$ cat src/hw/wdw_pkg.sv
// Shared constants and types for the watchdog and wake-up block.
// Assumes a single 50 MHz bus clock and a 32-bit APB register port.
package wdw_pkg;

  // ****************************************************************
  // Clocking
  // ****************************************************************
  localparam int unsigned CLK_HZ = 50_000_000;
  localparam int unsigned SLOW_OSC_HZ = 32_000;
  // Bus clocks per slow oscillator cycle, rounded down.
  localparam int unsigned OSC_DIV_CYCLES = CLK_HZ / SLOW_OSC_HZ;
  localparam logic [10:0] OSC_DIV_LAST = 11'(OSC_DIV_CYCLES - 1);

  // ****************************************************************
  // Register map (byte offsets)
  // ****************************************************************
  localparam logic [11:0] WATCHDOG_CONTROL_OFS = 12'h000;
  localparam logic [11:0] RESET_CAUSE_FLAGS_OFS = 12'h004;
  localparam logic [11:0] PORT_A_WAKE_ENABLE_OFS = 12'h008;
  localparam logic [11:0] PORT_B_WAKE_ENABLE_OFS = 12'h00c;
  localparam logic [11:0] WAKE_STATUS_OFS = 12'h010;

  // Field positions.
  localparam int unsigned WDT_ENABLE_BIT = 3;
  localparam int unsigned PERIOD_SEL_LSB = 0;
  localparam int unsigned LOW_VOLTAGE_RESET_FLAG_BIT = 2;
  localparam int unsigned BAD_VOLTAGE_SETTING_FLAG_BIT = 1;
  localparam int unsigned STAT_PDF_BIT = 0;
  localparam int unsigned STAT_TO_BIT = 1;
  localparam int unsigned STAT_LOW_POWER_BIT = 2;
  localparam int unsigned STAT_COUNT_LSB = 8;

  // Values after reset.
  localparam logic [3:0] WATCHDOG_CONTROL_RESET = 4'hf;
  localparam logic [1:0] RESET_CAUSE_FLAGS_RESET = 2'h0;
  localparam logic [7:0] WAKE_ENABLE_RESET = 8'h00;
  localparam logic [16:0] PIN_IDLE = 17'h1ffff;

  // ****************************************************************
  // Watchdog counting
  // ****************************************************************
  localparam int unsigned PRESCALE_BITS = 7;
  localparam logic [7:0] WDT_TOP = 8'hff;

  // Register select codes.
  typedef enum logic [2:0] {
    SEL_NONE = 3'b000,
    SEL_CTRL = 3'b001,
    SEL_FLAGS = 3'b010,
    SEL_PA = 3'b011,
    SEL_PB = 3'b100,
    SEL_STAT = 3'b101
  } wdw_sel_t;

  // Power state.
  typedef enum logic {
    ST_RUN = 1'b0,
    ST_LOW_POWER = 1'b1
  } wdw_state_t;

  // Wake and reset requests to the core, each a one-cycle pulse except full_reset, which repeats while the reset pin is low.
  typedef struct packed {
    logic full_reset;
    logic pc_sp_reset;
    logic resume_next;
    logic irq_response;
  } wdw_wake_t;

endpackage : wdw_pkg

$ cat src/hw/wdw_prescaler.sv
// Slow oscillator tick generator and free-running watchdog prescaler.
// Assumes pclk at the rate given in the package; no other clock exists.
`timescale 1ns/100ps
module wdw_prescaler
  import wdw_pkg::*;
(
  input wire logic pclk,
  input wire logic presetn,
  input wire logic [2:0] period_select,
  output logic osc_tick,
  output logic count_tick
);

  // ****************************************************************
  // Slow oscillator emulation
  // ****************************************************************
  logic [10:0] div_cnt;
  logic [10:0] next_div_cnt;
  logic [PRESCALE_BITS-1:0] presc;
  logic [PRESCALE_BITS-1:0] next_presc;
  logic [PRESCALE_BITS-1:0] tap_mask;

  // slow oscillator rate
  // One enable pulse per slow oscillator period.
  always_comb
  begin
    osc_tick = (div_cnt == OSC_DIV_LAST);
    next_div_cnt = osc_tick ? 11'h000 : 11'(div_cnt + 11'h001);
  end

  // free-running prescaler
  // The prescaler is never cleared, which gives the time-out its spread.
  always_comb
  begin
    next_presc = osc_tick ? PRESCALE_BITS'(presc + 1'b1) : presc;
  end

  // select applies immediately
  // Code n passes one tick every 2^n oscillator cycles.
  always_comb
  begin
    tap_mask = PRESCALE_BITS'((8'h01 << period_select) - 8'h01);
    count_tick = osc_tick && ((presc & tap_mask) == tap_mask);
  end

  // Registers of the divider and prescaler.
  always_ff @(posedge pclk or negedge presetn)
  begin
    if (!presetn)
    begin
      div_cnt <= 11'h000;
      presc <= '0;
    end
    else
    begin
      div_cnt <= next_div_cnt;
      presc <= next_presc;
    end
  end
endmodule : wdw_prescaler

$ cat src/hw/wdw_core.sv
// Watchdog timer with wake-up control, reached over APB.
// Assumes CPU event inputs are one-cycle pulses on pclk; pins are asynchronous.
//
// Operation
// - Low power ends on pin fall, reset pin, interrupt or watchdog overflow.
// - Stop instruction enters low power and sets the power-down flag.
// - Power-up and clear-watchdog instruction clear the power-down flag.
// - Reset pin wake-up gives a full system reset.
// - Overflow in low power sets time-out, resets only program counter and stack.
// - Each port pin has a wake enable; enabled falling edges wake.
// - Pin wake-up resumes after the stop instruction.
// - Disabled interrupt or full stack resumes after stop; request stays pending.
// - Enabled interrupt with stack room gives the normal interrupt response.
// - Requests already set at entry cannot wake the device.
// - Watchdog counts slow oscillator cycles of about 32 kHz.
// - Period code n times out between 2^(n+8)-2^n and 2^(n+8) cycles.
// - Control bits 7..4 read zero; enable and period reset to one.
// - Overflow while running resets the device and sets time-out.
// - Count cleared by clear instruction, stop instruction, low reset pin.
// - Reset-cause bits 7..3 and 0 read zero; bits 2 and 1 read/write.
// - Entering low power clears the count; it runs only when enabled.
// - Stop instruction clears time-out as it sets power-down.
`timescale 1ns/100ps
module wdw_core
  import wdw_pkg::*;
(
  input wire logic pclk,
  input wire logic presetn,
  input wire logic psel,
  input wire logic penable,
  input wire logic pwrite,
  input wire logic [11:0] paddr,
  input wire logic [31:0] pwdata,
  output logic [31:0] prdata,
  output logic pready,
  output logic pslverr,
  input wire logic clear_watchdog_instruction,
  input wire logic stop_instruction,
  input wire logic external_reset_pin_n,
  input wire logic [7:0] port_a_pins,
  input wire logic [7:0] port_b_pins,
  input wire logic [7:0] irq_request,
  input wire logic [7:0] irq_enable,
  input wire logic stack_full,
  output wdw_wake_t wake,
  output logic power_down_flag,
  output logic timeout_flag,
  output logic low_power
);

  // ****************************************************************
  // Declarations
  // ****************************************************************
  wdw_state_t state;
  wdw_state_t next_state;
  logic [3:0] watchdog_control;
  logic [3:0] next_watchdog_control;
  logic [1:0] reset_cause_flags;
  logic [1:0] next_reset_cause_flags;
  logic [7:0] port_a_wake_enable;
  logic [7:0] next_port_a_wake_enable;
  logic [7:0] port_b_wake_enable;
  logic [7:0] next_port_b_wake_enable;
  logic [7:0] wdt_count;
  logic [7:0] next_wdt_count;
  logic [7:0] irq_at_entry;
  logic [7:0] next_irq_at_entry;
  logic [31:0] next_prdata;
  logic next_power_down_flag;
  logic next_timeout_flag;
  wdw_wake_t next_wake;
  logic [16:0] pin_meta;
  logic [16:0] pin_sync;
  logic [15:0] pin_prev;
  logic osc_tick;
  logic count_tick;
  logic ext_low;
  logic wdt_enable;
  logic clr_any;
  logic overflow;
  logic pin_fall;
  logic [7:0] irq_new;
  logic irq_take;
  logic wr_en;
  wdw_sel_t sel;

  // Maps a byte address onto a register select code.
  function automatic wdw_sel_t addr_map(input logic [11:0] addr);
    case (addr)
      WATCHDOG_CONTROL_OFS: addr_map = SEL_CTRL;
      RESET_CAUSE_FLAGS_OFS: addr_map = SEL_FLAGS;
      PORT_A_WAKE_ENABLE_OFS: addr_map = SEL_PA;
      PORT_B_WAKE_ENABLE_OFS: addr_map = SEL_PB;
      WAKE_STATUS_OFS: addr_map = SEL_STAT;
      default: addr_map = SEL_NONE;
    endcase
  endfunction : addr_map

  // ****************************************************************
  // Pin synchronisers
  // ****************************************************************

  // Two flops bring reset pin and port pins into the pclk domain.
  always_ff @(posedge pclk or negedge presetn)
  begin
    if (!presetn)
    begin
      pin_meta <= PIN_IDLE;
      pin_sync <= PIN_IDLE;
      pin_prev <= PIN_IDLE[15:0];
    end
    else
    begin
      pin_meta <= {external_reset_pin_n, port_b_pins, port_a_pins};
      pin_sync <= pin_meta;
      pin_prev <= pin_sync[15:0];
    end
  end

  // ****************************************************************
  // Watchdog tick source
  // ****************************************************************
  wdw_prescaler u_prescaler (
    .pclk(pclk),
    .presetn(presetn),
    .period_select(watchdog_control[PERIOD_SEL_LSB +: 3]),
    .osc_tick(osc_tick),
    .count_tick(count_tick)
  );

  // ****************************************************************
  // Event decode
  // ****************************************************************

  // per-pin falling edges
  // Falling edges are qualified by each pin's own wake enable bit.
  always_comb
  begin
    ext_low = !pin_sync[16];
    pin_fall = |(pin_prev & ~pin_sync[15:0] & {port_b_wake_enable, port_a_wake_enable});
  end

  // requests set before entry
  // Only requests that were clear at entry may wake the device.
  always_comb
  begin
    irq_new = irq_request & ~irq_at_entry;
    irq_take = |(irq_new & irq_enable) && !stack_full;
  end

  // count clear sources
  // Overflow is the count wrapping at top on an enabled counting tick.
  always_comb
  begin
    wdt_enable = watchdog_control[WDT_ENABLE_BIT];
    clr_any = clear_watchdog_instruction || stop_instruction || ext_low;
    overflow = wdt_enable && count_tick && (wdt_count == WDT_TOP) && !clr_any;
  end

  // ****************************************************************
  // Watchdog, flags and power state
  // ****************************************************************

  // Computes the next count, flags, power state and wake pulses.
  always_comb
  begin
    next_state = state;
    next_irq_at_entry = irq_at_entry;
    next_wake = '0;
    next_wdt_count = wdt_count;
    next_power_down_flag = power_down_flag;
    next_timeout_flag = timeout_flag;
    // cleared on entry, runs when enabled
    if (clr_any || overflow)
      next_wdt_count = 8'h00;
    else if (wdt_enable && count_tick)
      next_wdt_count = 8'(wdt_count + 8'h01);
    if (clear_watchdog_instruction)
      next_power_down_flag = 1'b0;
    if (stop_instruction && state == ST_RUN && !ext_low)
      next_timeout_flag = 1'b0;
    // overflow sets time-out, winning over a clear
    if (overflow)
      next_timeout_flag = 1'b1;
    case (state)
      ST_RUN:
      begin
        if (ext_low || overflow)
          next_wake.full_reset = 1'b1;
        else if (stop_instruction)
        begin
          next_state = ST_LOW_POWER;
          next_power_down_flag = 1'b1;
          next_irq_at_entry = irq_request;
        end
      end
      ST_LOW_POWER:
      begin
        if (ext_low)
        begin
          next_wake.full_reset = 1'b1;
          next_state = ST_RUN;
        end
        else if (overflow)
        begin
          // overflow resets counter and stack only
          next_wake.pc_sp_reset = 1'b1;
          next_state = ST_RUN;
        end
        else if (pin_fall)
        begin
          next_wake.resume_next = 1'b1;
          next_state = ST_RUN;
        end
        else if (|irq_new)
        begin
          next_wake.irq_response = irq_take;
          next_wake.resume_next = !irq_take;
          next_state = ST_RUN;
        end
      end
      default: next_state = ST_RUN;
    endcase
  end

  // Registers of the watchdog and power state.
  always_ff @(posedge pclk or negedge presetn)
  begin
    if (!presetn)
    begin
      state <= ST_RUN;
      irq_at_entry <= 8'h00;
      wake <= '0;
      wdt_count <= 8'h00;
      power_down_flag <= 1'b0;
      timeout_flag <= 1'b0;
    end
    else
    begin
      state <= next_state;
      irq_at_entry <= next_irq_at_entry;
      wake <= next_wake;
      wdt_count <= next_wdt_count;
      power_down_flag <= next_power_down_flag;
      timeout_flag <= next_timeout_flag;
    end
  end

  assign low_power = (state == ST_LOW_POWER);

  // ****************************************************************
  // APB register slave
  // ****************************************************************

  // Zero-wait slave; unmapped addresses answer with an error.
  always_comb
  begin
    sel = addr_map(paddr);
    pready = 1'b1;
    pslverr = psel && penable && (sel == SEL_NONE);
    wr_en = psel && penable && pwrite && (sel != SEL_NONE);
  end

  // Computes register writes and the read data for the access phase.
  always_comb
  begin
    next_watchdog_control = watchdog_control;
    next_reset_cause_flags = reset_cause_flags;
    next_port_a_wake_enable = port_a_wake_enable;
    next_port_b_wake_enable = port_b_wake_enable;
    next_prdata = prdata;
    if (wr_en)
    begin
      case (sel)
        // period select writable at any time
        SEL_CTRL: next_watchdog_control = pwdata[3:0];
        SEL_FLAGS: next_reset_cause_flags = pwdata[LOW_VOLTAGE_RESET_FLAG_BIT:BAD_VOLTAGE_SETTING_FLAG_BIT];
        SEL_PA: next_port_a_wake_enable = pwdata[7:0];
        SEL_PB: next_port_b_wake_enable = pwdata[7:0];
        default: next_prdata = prdata;
      endcase
    end
    if (psel && !penable)
    begin
      case (sel)
        SEL_CTRL: next_prdata = {28'h0000000, watchdog_control};
        SEL_FLAGS: next_prdata = {29'h0, reset_cause_flags, 1'b0};
        SEL_PA: next_prdata = {24'h000000, port_a_wake_enable};
        SEL_PB: next_prdata = {24'h000000, port_b_wake_enable};
        SEL_STAT: next_prdata = {16'h0000, wdt_count, 5'h00, low_power, timeout_flag, power_down_flag};
        default: next_prdata = 32'h00000000;
      endcase
    end
  end

  // Registers of the software-visible state.
  always_ff @(posedge pclk or negedge presetn)
  begin
    if (!presetn)
    begin
      // enable and period reset to one
      watchdog_control <= WATCHDOG_CONTROL_RESET;
      reset_cause_flags <= RESET_CAUSE_FLAGS_RESET;
      port_a_wake_enable <= WAKE_ENABLE_RESET;
      port_b_wake_enable <= WAKE_ENABLE_RESET;
      prdata <= 32'h00000000;
    end
    else
    begin
      watchdog_control <= next_watchdog_control;
      reset_cause_flags <= next_reset_cause_flags;
      port_a_wake_enable <= next_port_a_wake_enable;
      port_b_wake_enable <= next_port_b_wake_enable;
      prdata <= next_prdata;
    end
  end
endmodule : wdw_core

$ cat config.mk
export PLATFORM = sky130hd
export DESIGN_NAME = wdw_core
export DESIGN_NICKNAME = d
export VERILOG_FILES = /design/src/hw/wdw_pkg.sv /design/src/hw/wdw_prescaler.sv /design/src/hw/wdw_core.sv
export SDC_FILE = /design/constraint.sdc
export NUM_CORES = 1
export LEC_CHECK = 0
export ABC_AREA = 1
export BUFFER_PORTS_ARGS = -buffer_cell sky130_fd_sc_hd__clkbuf_2
export CAP_MARGIN = 20
export CORE_MARGIN = 5
export CORE_UTILIZATION = 30
export CTS_CLUSTER_SIZE = 25
export DETAILED_ROUTE_END_ITERATION = 10
export PLACE_DENSITY_LB_ADDON = 0.05
export SLEW_MARGIN = 20
export SYNTH_ARGS = -nofsm -noshare
export SYNTH_HDL_FRONTEND = slang
export SYNTH_SLANG_ARGS = --single-unit
$ cat constraint.sdc
create_clock -name pclk -period 2.1 [get_ports pclk]
set_clock_uncertainty 0.05 [all_clocks]
set_input_delay 0.105 -clock pclk [delete_from_list [all_inputs] [get_ports pclk]]
set_output_delay 0.105 -clock pclk [all_outputs]
set_load 0.05 [all_outputs]
# --- Word level (Yosys, flattened, before mapping) ---
# Index checks and enable logic that the tools add are counted.
classes:
  n_mux: 28
  add_sub_neg: 4
  n_lt_le_gt_ge: 0
  shift: 1
  n_eq_ne: 12
  multipliers: 0
  div_mod_pow: 0
  reduce_logical: 34
  bitwise: 9
ops:
  columns: ["cell", "count"]
  rows:
  - ["16-bit one-hot mux with 5 select lines", 1]
  - ["16-bit AND", 2]
  - ["12-bit by 4-bit == test with 1-bit output, second input constant", 2]
  - ["1-bit two-way mux", 17]
  - ["8-bit AND", 2]
  - ["8-bit two-way mux", 2]
  - ["16-bit inverter", 1]
  - ["16-bit OR reduction", 1]
  - ["8-bit OR reduction", 2]
  - ["3-bit one-hot mux with 5 select lines", 1]
  - ["12-bit by 3-bit == test with 1-bit output, second input constant", 1]
  - ["12-bit by 5-bit == test with 1-bit output, second input constant", 1]
  - ["1-bit logical AND", 12]
  - ["12-bit zero test", 1]
  - ["11-bit by 1-bit adder with 11-bit output, second input constant", 1]
  - ["11-bit == test, second input constant", 1]
  - ["11-bit two-way mux", 1]
  - ["8-bit by 1-bit adder with 8-bit output, second input constant", 1]
  - ["8-bit == test, second input constant", 1]
  - ["8-bit inverter", 1]
  - ["2-bit AND reduction", 4]
  - ["7-bit by 1-bit adder with 7-bit output, second input constant", 1]
  - ["7-bit AND", 1]
  - ["7-bit == test", 1]
  - ["15 further kinds", 29]
word_totals:
  wordCells: 107
  n_memories: 0
  latch_bits: 0
  out_inout_bits: 41
  mem_bits_rw: 0
  inputBits: 85
  rom_bits: 0
  reg_bits: 145

# --- Depth between registers and ports, before layout ---
# Gate-level depths: netlist of run 1.
depth:
  ltp_word: 11
  mapped_depth: 14
  mapped_depth_nobuf: 13

# --- By module ---
# A second synthesis of run 1 with hierarchy kept.
unflattened:
  cells_unflattened: 632
  area_unflattened_um2: 5716.7
modules_own_cells:
  columns: ["mod", "seq_area_each_um2", "n_inst", "cells_per_inst", "area_per_inst_um2"]
  rows:
  - ["wdw_core", 2845.2, 1, 486, 4652.0]
  - ["wdw_prescaler", 450.4, 1, 146, 1064.8]

# --- Least setup slack after synthesis of run 1 ---
# OpenSTA, ideal clock, no wires.
synth_timing:
  path_kind: "flip-flop to flip-flop"
  start: "reg watchdog_control[1]"
  end: "reg wdt_count[2]"
  required_ns: 1.932
  n_path_buf: 1
  stages_incl_launch_ff: 14
  period_less_slack_ns: 1.838
  arrival_time_ns: 1.670
  slack_ns: 0.262
  setup_time_ns: 0.118
  path_cell_list: "dfstp_2 -> buf_6 -> inv_1 -> nand3_1 -> ha_1 -> nand3_1 -> nand2_1 -> nor2_1 -> nor2_1 -> nand2_1 -> nor2_4 -> nor2_4 -> nand2_1 -> nand2_1"
synth_via:
  elab_chain_cells: 10
  word_cells_on_any_way: 11
  classes_between: "1 x add/sub; 1 x eq/ne; 1 x shift; 1 x mux; 1 x bitwise; 6 x reduce/logical"
synth_lines:
  columns: ["element", "line_no", "rtl"]
  rows:
  - ["start: declaration", "wdw_core.sv:56", "logic [3:0] watchdog_control;"]
  - ["start signal: assignment", "wdw_core.sv:310", "watchdog_control <= next_watchdog_control;"]
  - ["1-bit by 3-bit << shifter with 7-bit output *", "wdw_prescaler.sv:42", "tap_mask = PRESCALE_BITS'((8'h01 << period_select) - 8'h01);"]
  - ["7-bit by 1-bit subtractor with 7-bit output *", "wdw_prescaler.sv:42", null]
  - ["7-bit AND", "wdw_prescaler.sv:43", "count_tick = osc_tick && ((presc & tap_mask) == tap_mask);"]
  - ["7-bit == test *", "wdw_prescaler.sv:43", null]
  - ["1-bit logical AND *", "wdw_prescaler.sv:43", null]
  - ["1-bit logical AND *", "wdw_core.sv:157, wdw_core.sv:176", null]
  - ["1-bit logical AND (2 in a row)", "wdw_core.sv:157", "overflow = wdt_enable && count_tick && (wdt_count == WDT_TOP) && !clr_any;"]
  - ["1-bit logical OR", "wdw_core.sv:174", "if (clr_any || overflow)"]
  - ["8-bit two-way mux or 2-bit nonzero test (tied branches)", null, null]
  - ["end signal: assignment", "wdw_core.sv:243", "wdt_count <= next_wdt_count;"]
  - ["end: declaration", "wdw_core.sv:64", "logic [7:0] wdt_count;"]
# Mark *: on every way between the ends. The rest lies on a longest branch, timed or not.
# A chain may end at the register's enable or synchronous reset.

# --- Worst setup path in the final report of run 1 ---
layout_timing:
  start: "reg watchdog_control[0]"
  end: "reg wdt_count[5]"
# Same word-level chain as after synthesis.

==> qor.yml, run 1 <==
timing:
  max_freq_ghz: 0.508
  fin_crit_sh: 0.938
  period_needed_ns: 1.97
  tightestPinTransition_ns: 0.693
  max_slew_margin: 0.538
  hold_viol_final: 0
  drv_slew: 0
  setup_viol: 0
drt:
  drcViolationCount: 0
  wl_um: 13900
  wl_met3_um: 640
  wl_met1_um: 6210
  drt_iter0_markers: 148
  wire_per_inst_um: 13.0
  dr.pass1.iters: 4
  vias: 4536
  top_layer: "met4"
  ant_nets: 0
  wl_met2_um: 6900
  vias_per_cell: 4.27
global_route:
  globalRouteOverflowTotal: 0
  grt_max_degree: 46
  grt_pass1_vias: 4480
  grt_util_all_layers: 0.130
  antenna_found_initial: 0
  grt_pass1_wl_um: 22500
worst_hold_path:
  hold_path.class: "input pin to flop"
floorplanning:
  die_w_um: 150
  core_area_um2: 19400
  row_count: 51
  die_area_um2: 22600
  start_util: 0.304
  die_h_um: 150
  boundaryPins: 126
clocking:
  insertion_delay_ns: 0.41
  numCtsBuffers: 17
  clk_pin_slew_worst_paths_ns: 0.06
  cts_buffer_depth: 2
  clockRootBuffer: "clkbuf_16"
  cts_tree: "yes"
  cts-htree-levels: 4
  cts_sinks: 129
setup_path:
  cp_cell_sequence: "nand3_1 -> ha_4 -> o21a_1 -> nand3_1 -> inv_1 -> nand2_2 -> nor2_4 -> nor2_4 -> nand2_1 -> nand2_1"
  cp_slowest_cell: "dfstp_2"
  critical-path-top-delay-family: "simple AND/OR/NAND/NOR gates"
  slowest_delay_ns: 0.58
  end_kind: "flop"
  arrival_ns: 2.22
  start_kind: "flop"
  crit_buf_inv: 1
  crit_type: "flop to flop"
  crit_required_ns: 2.35
  cp_max_fo: 8
final_layout:
  final_core_util: 0.393
  layout.cells.non_filler: 1063
  fin_nets: 875
  areaGrowthSynthToFinish_pct: 29.2
  antenna_cells: 0
  design_area_um2: 7620
  drive_gt1_frac: 0.289
synthesis:
  syn_area_um2: 5900
  synth_area_leaders: "dfrtp_1 32%, dfstp_2 24%, nand2_1 12%"
  synth.distinct_cells: 36
  yosys.area.top_type: "dfrtp_1"
  yosys_warnings: 0
  synth_top_area_frac: 0.318
  synth_area_per_cell_um2: 9.20
  syn_inst: 641
  synth_seq_cells: 129
  synth-seq-area-share: 0.559
power_and_ir_drop:
  p_leak_nw: 3.88
  cellPowerDensity_nw_per_um2: 787
  ir_worst_vdd_uv: 530
place:
  dp_hpwl_um: 10300
  place_area_um2: 6630
  place_congestion: 0.793
  io_buffers: 84
  dp.cells: 992
job:
  cap_violations: 0
outcome:
  status: "finished, final reports clean"
registers in the layout (all words and copies together) (netlist names), 8 cells and up:
register	flops
pin_prev	16
pin_meta	17
port_b_wake_enable	8
irq_at_entry	8
u_prescaler.div_cnt	11
wdt_count	8
pin_sync	17
port_a_wake_enable	8
prdata	16
path summary, 6_finish.rpt:
path                                           from                endpoint  slack [ns]  depth (start not counted)
min in group asynchronous                   presetn  u_prescaler.div_cnt[4]        0.21                          2
max in group asynchronous                   presetn             pin_sync[3]        1.06                          3
worst max register to register  watchdog_control[0]            wdt_count[5]        0.13                         10
worst min register to register         pin_meta[13]            pin_sync[13]        0.30                          0
worst max-delay path            watchdog_control[0]            wdt_count[5]        0.13                         10
worst min-delay path                       paddr[6]              prdata[15]        0.09                          4
timing repair:
| item | 4_1_cts | 5_1_grt |
|---|---|---|
| hold endpoints to repair | 91 | 0 |
| setup buffers | 0 | 1 |
| hold buffers | 37 | 0 |
| setup endpoints to repair | 0 | 11 |
| resized for setup | 0 | 5 |
cells in the final DEF, fill, tap and decap left out, types with 4 or more instances in the layout:
| cell | synthesis | final |
|---|---|---|
| nand2_2 | 5 | 7 |
| nand2_1 | 187 | 185 |
| dfstp_2 | 54 | 54 |
| o31ai_1 | 5 | 5 |
| ha_1 | 5 | 4 |
| nand3b_1 | 8 | 8 |
| nand3_2 | 4 | 4 |
| o21ai_0 | 12 | 12 |
| conb_1 | 2 | 17 |
| inv_6 | 0 | 4 |
| clkbuf_16 | 0 | 17 |
| nand3_1 | 47 | 47 |
| nor2_1 | 51 | 50 |
| nor3_1 | 5 | 5 |
| dlygate4sd3_1 | 0 | 37 |
| inv_1 | 66 | 66 |
| clkbuf_2 | 0 | 83 |
| buf_4 | 17 | 15 |
| dfrtp_1 | 75 | 75 |
| clkinvlp_4 | 0 | 5 |
| xor2_1 | 8 | 8 |
| mux2_4 | 4 | 4 |
| inv_2 | 6 | 6 |
| nor2_2 | 6 | 8 |
| nand4_1 | 30 | 30 |
| nor2_4 | 6 | 6 |
| a21oi_1 | 11 | 11 |
cell families after synthesis:
logic type	Yosys count	share of synthesized area
simple gates	358	0.290
compound gates	33	0.0329
buf+inv	101	0.0836
xor+xnor	9	0.0134
mux	4	0.0102
other cells	2	0.00127
fa+ha+maj	5	0.0106
flops	129	0.559
cells in the mapped netlist (all sizes together):
| cell | number |
|---|---|
| a22o | 2 |
| xnor2 | 1 |
| buf | 26 |
| o21a | 1 |
| a21oi | 11 |
| xor2 | 8 |
| o21bai | 1 |
| nand3b | 8 |
| nand3 | 51 |
| o21ai | 13 |
| clkbuf | 2 |
| nand4 | 33 |
| conb | 2 |
| nor2 | 63 |
| clkinv | 1 |
| inv | 72 |
| ha | 5 |
| nor3 | 9 |
| o31ai | 5 |
| nand2 | 194 |
| mux2 | 4 |
| dfrtp | 75 |
| dfstp | 54 |
tightest hold or removal path, delay by kind of cell:
kind | cells | cell delay [ns]
and+or+nand+nor | 2 | 0.22
buffers and inverters | 1 | 0.10
AOI/OAI and AO/OA | 1 | 0.08
cell type report:
| cell class | count | area [um2] |
|---|---|---|
| Timing Repair Buffer | 137 | 938 |
| Clock inverter | 13 | 153 |
| Fill cell | 1989 | 11800 |
| Multi-Input combinational cell | 427 | 2190 |
| Clock buffer | 19 | 433 |
| Sequential cell | 129 | 3300 |
| Inverter | 73 | 275 |
| Tap cell | 265 | 332 |
metal layers:
layer / vias to the layer above / GRT usage
met3: 5 / 0.0367
li1: 2306 / -
met5: - / 0
met4: 0 / 0.0380
met2: 84 / 0.211
met1: 2141 / 0.169
stage by stage:
step           worst slack (ns)  hold slack, ns  power, mW  TNS [ns]
4_1_cts                  0.0973          0.0816       6.12         0
6_report                  0.130          0.0944       6.00         0
3_3_place_gp              0.144           0.120       3.08         0
5_1_grt                 -0.0192           0.112       6.28   -0.0227
2_1_floorplan             0.262          -0.241       2.92         0
3_5_place_dp              0.108           0.126       3.08         0
where the power goes:
group          leakage [nW]  internal, mW  total, mW  switching [mW]
clock                 0.269          1.77       2.92            1.15
combinational          2.04         0.151      0.442           0.291
sequential             1.57          2.61       2.64          0.0315
No activity file was read; power rests on OpenSTA's default activity.
==> run 2: changes to the inputs <==
- CAP_MARGIN: 20 -> 0
- REMOVE_ABC_BUFFERS: not set -> 1
==> qor.yml, run 2 (synthesis gave the netlist of run 1 again) <==
clocking:
  cts_sinks: 129
  cts_tree: "yes"
  clk_pin_slew_worst_paths_ns: 0.06
  cts-htree-levels: 4
  cts_buffer_depth: 2
  numCtsBuffers: 17
  insertion_delay_ns: 0.41
  clockRootBuffer: "clkbuf_16"
power_and_ir_drop:
  clkPwrFrac: 0.479
  cellPowerDensity_nw_per_um2: 778
  power_switching_share: 0.268
  ir_worst_vdd_uv: 446
  p_int_mw: 4.33
  seqPwrFrac: 0.446
  p_leak_nw: 3.88
  pwr-share-comb: 0.075
  p_switching_mw: 1.58
worst_hold_path:
  hold_path.class: "input pin to flop"
drt:
  vias: 4559
  dr.pass1.iters: 7
  vias_per_cell: 4.29
  drt_iter0_markers: 212
  drcViolationCount: 0
  wire_per_inst_um: 12.9
  wl_um: 13700
  ant_nets: 0
final_layout:
  areaGrowthSynthToFinish_pct: 28.8
  fin_nets: 874
  top_regs: "pin_meta: 17 flops, pin_sync: 17 flops"
  design_area_um2: 7600
  layout.cells.non_filler: 1062
  final_common_cell: "nand2_1"
  final_cell_mix: "184 x nand2_1, 83 x clkbuf_2, 75 x dfrtp_1"
  drive_gt1_frac: 0.292
  antenna_cells: 0
timing:
  timing.hold.ws_ns: 0.0896
  setup_ws_ns: 0.127
  setup_viol: 0
  drv_slew: 0
  max_freq_ghz: 0.507
  tightestPinTransition_ns: 0.595
  fin_crit_sh: 0.940
  hold_viol_final: 0
  max_slew_margin: 0.603
  rsz0062_at_grt: "false"
  period_needed_ns: 1.97
place:
  dp.cells: 989
  io_buffers: 84
  place_ws_ns: -0.0365
  place_area_um2: 6610
  place_congestion: 0.786
  dp_hpwl_um: 9880
floorplanning:
  row_count: 51
  die_area_um2: 22600
  start_util: 0.304
  die_w_um: 150
  die_h_um: 150
  core_area_um2: 19400
  boundaryPins: 126
outcome:
  status: "finished, final reports clean"
setup_path:
  critical-path-top-delay-family: "simple AND/OR/NAND/NOR gates"
  end_kind: "flop"
  critPathMostFrequentCell: "nand2_1"
  cp_max_fo: 6
  arrival_ns: 2.21
  crit_required_ns: 2.34
  crit_buf_inv: 2
  start_kind: "flop"
  crit_type: "flop to flop"
  cp_cell_sequence: "inv_2 -> nand3_1 -> ha_2 -> nand3_1 -> nand2_1 -> inv_1 -> nand2_1 -> nand2_1 -> nor2_1 -> nand4_2 -> nand2_1 -> nand2_1"
  slowest_delay_ns: 0.62
  cp_slowest_cell: "dfstp_2"
global_route:
  grt_max_degree: 49
  globalRouteOverflowTotal: 0
  antenna_found_initial: 0
  grt_pass1_wl_um: 22600
  grt_pass1_vias: 4610
  grt_util_all_layers: 0.127
job:
  cap_violations: 0
[run 2: changes by cell type in the layout (fill, tap and decap cells not counted), sizes merged]
cell      before  now
bufinv         2    0
clkbuf       102  100
clkinv         2    6
clkinvlp       5    1
inv           77   81
nor2          64   63
[run 2: layout make-up]
cell class                      instances  area (um2)
Fill cell                            2002       11800
Sequential cell                       129        3300
Multi-Input combinational cell        426        2180
Timing Repair Buffer                  137         951
Clock buffer                           17         425
Tap cell                              265         332
Inverter                               73         275
Clock inverter                         15         141
[run 2: repair_timing]
action	in CTS	in global routing
gates resized for setup	0	5
hold endpoints to repair	82	0
setup endpoints to repair	8	12
buffers inserted	2	2
hold buffers	37	0
pin swaps	1	2
[run 2: tightest hold or removal path: stages]
cell      delay, ns
clkbuf_2       0.09
nor2_1         0.04
buf_4          0.17
nand2_1        0.07
nand2_1        0.04
[run 2: power by group through the flow]
| stage | logic [mW] | registers (mW) | clock network [mW] |
|---|---|---|---|
| after floorplan | 0.191 | 2.70 | 0 |
| after global placement | 0.388 | 2.68 | 0 |
| after detailed placement | 0.393 | 2.68 | 0 |
| after CTS | 0.451 | 2.64 | 2.92 |
| after global routing | 0.492 | 2.65 | 3.04 |
| final | 0.441 | 2.64 | 2.83 |
[run 2: path summary, 6_finish.rpt]
check	slack, ns	startpoint	depth (start not counted)	endpoint
max in group asynchronous	1.10	presetn	3	pin_meta[13]
setup reg to reg	0.13	watchdog_control[1]	12	low_power
setup / recovery	0.13	watchdog_control[1]	12	low_power
hold reg to reg	0.30	pin_meta[12]	0	pin_sync[12]
min in group asynchronous	0.22	presetn	2	reset_cause_flags[0]
hold / removal	0.09	penable	5	prdata[2]
[run 2: per-stage QoR]
step | utilization | setup TNS (ns) | power, mW
4_1_cts | 0.390 | 0 | 6.01
3_3_place_gp | 0.341 | 0 | 3.07
6_report | 0.392 | 0 | 5.91
2_1_floorplan | - | 0 | 2.89
3_5_place_dp | 0.341 | -0.235 | 3.07
5_1_grt | 0.392 | 0 | 6.18
[run 2: routing by layer]
layer  vias to the layer above  part of all wire  global-route usage
met3                        10             0.038              0.0358
li1                       2302                 -                   -
met1                      2173              0.44               0.157
met4                         0             0.013              0.0348
met2                        74              0.50               0.219
met5                         -                 0                   0
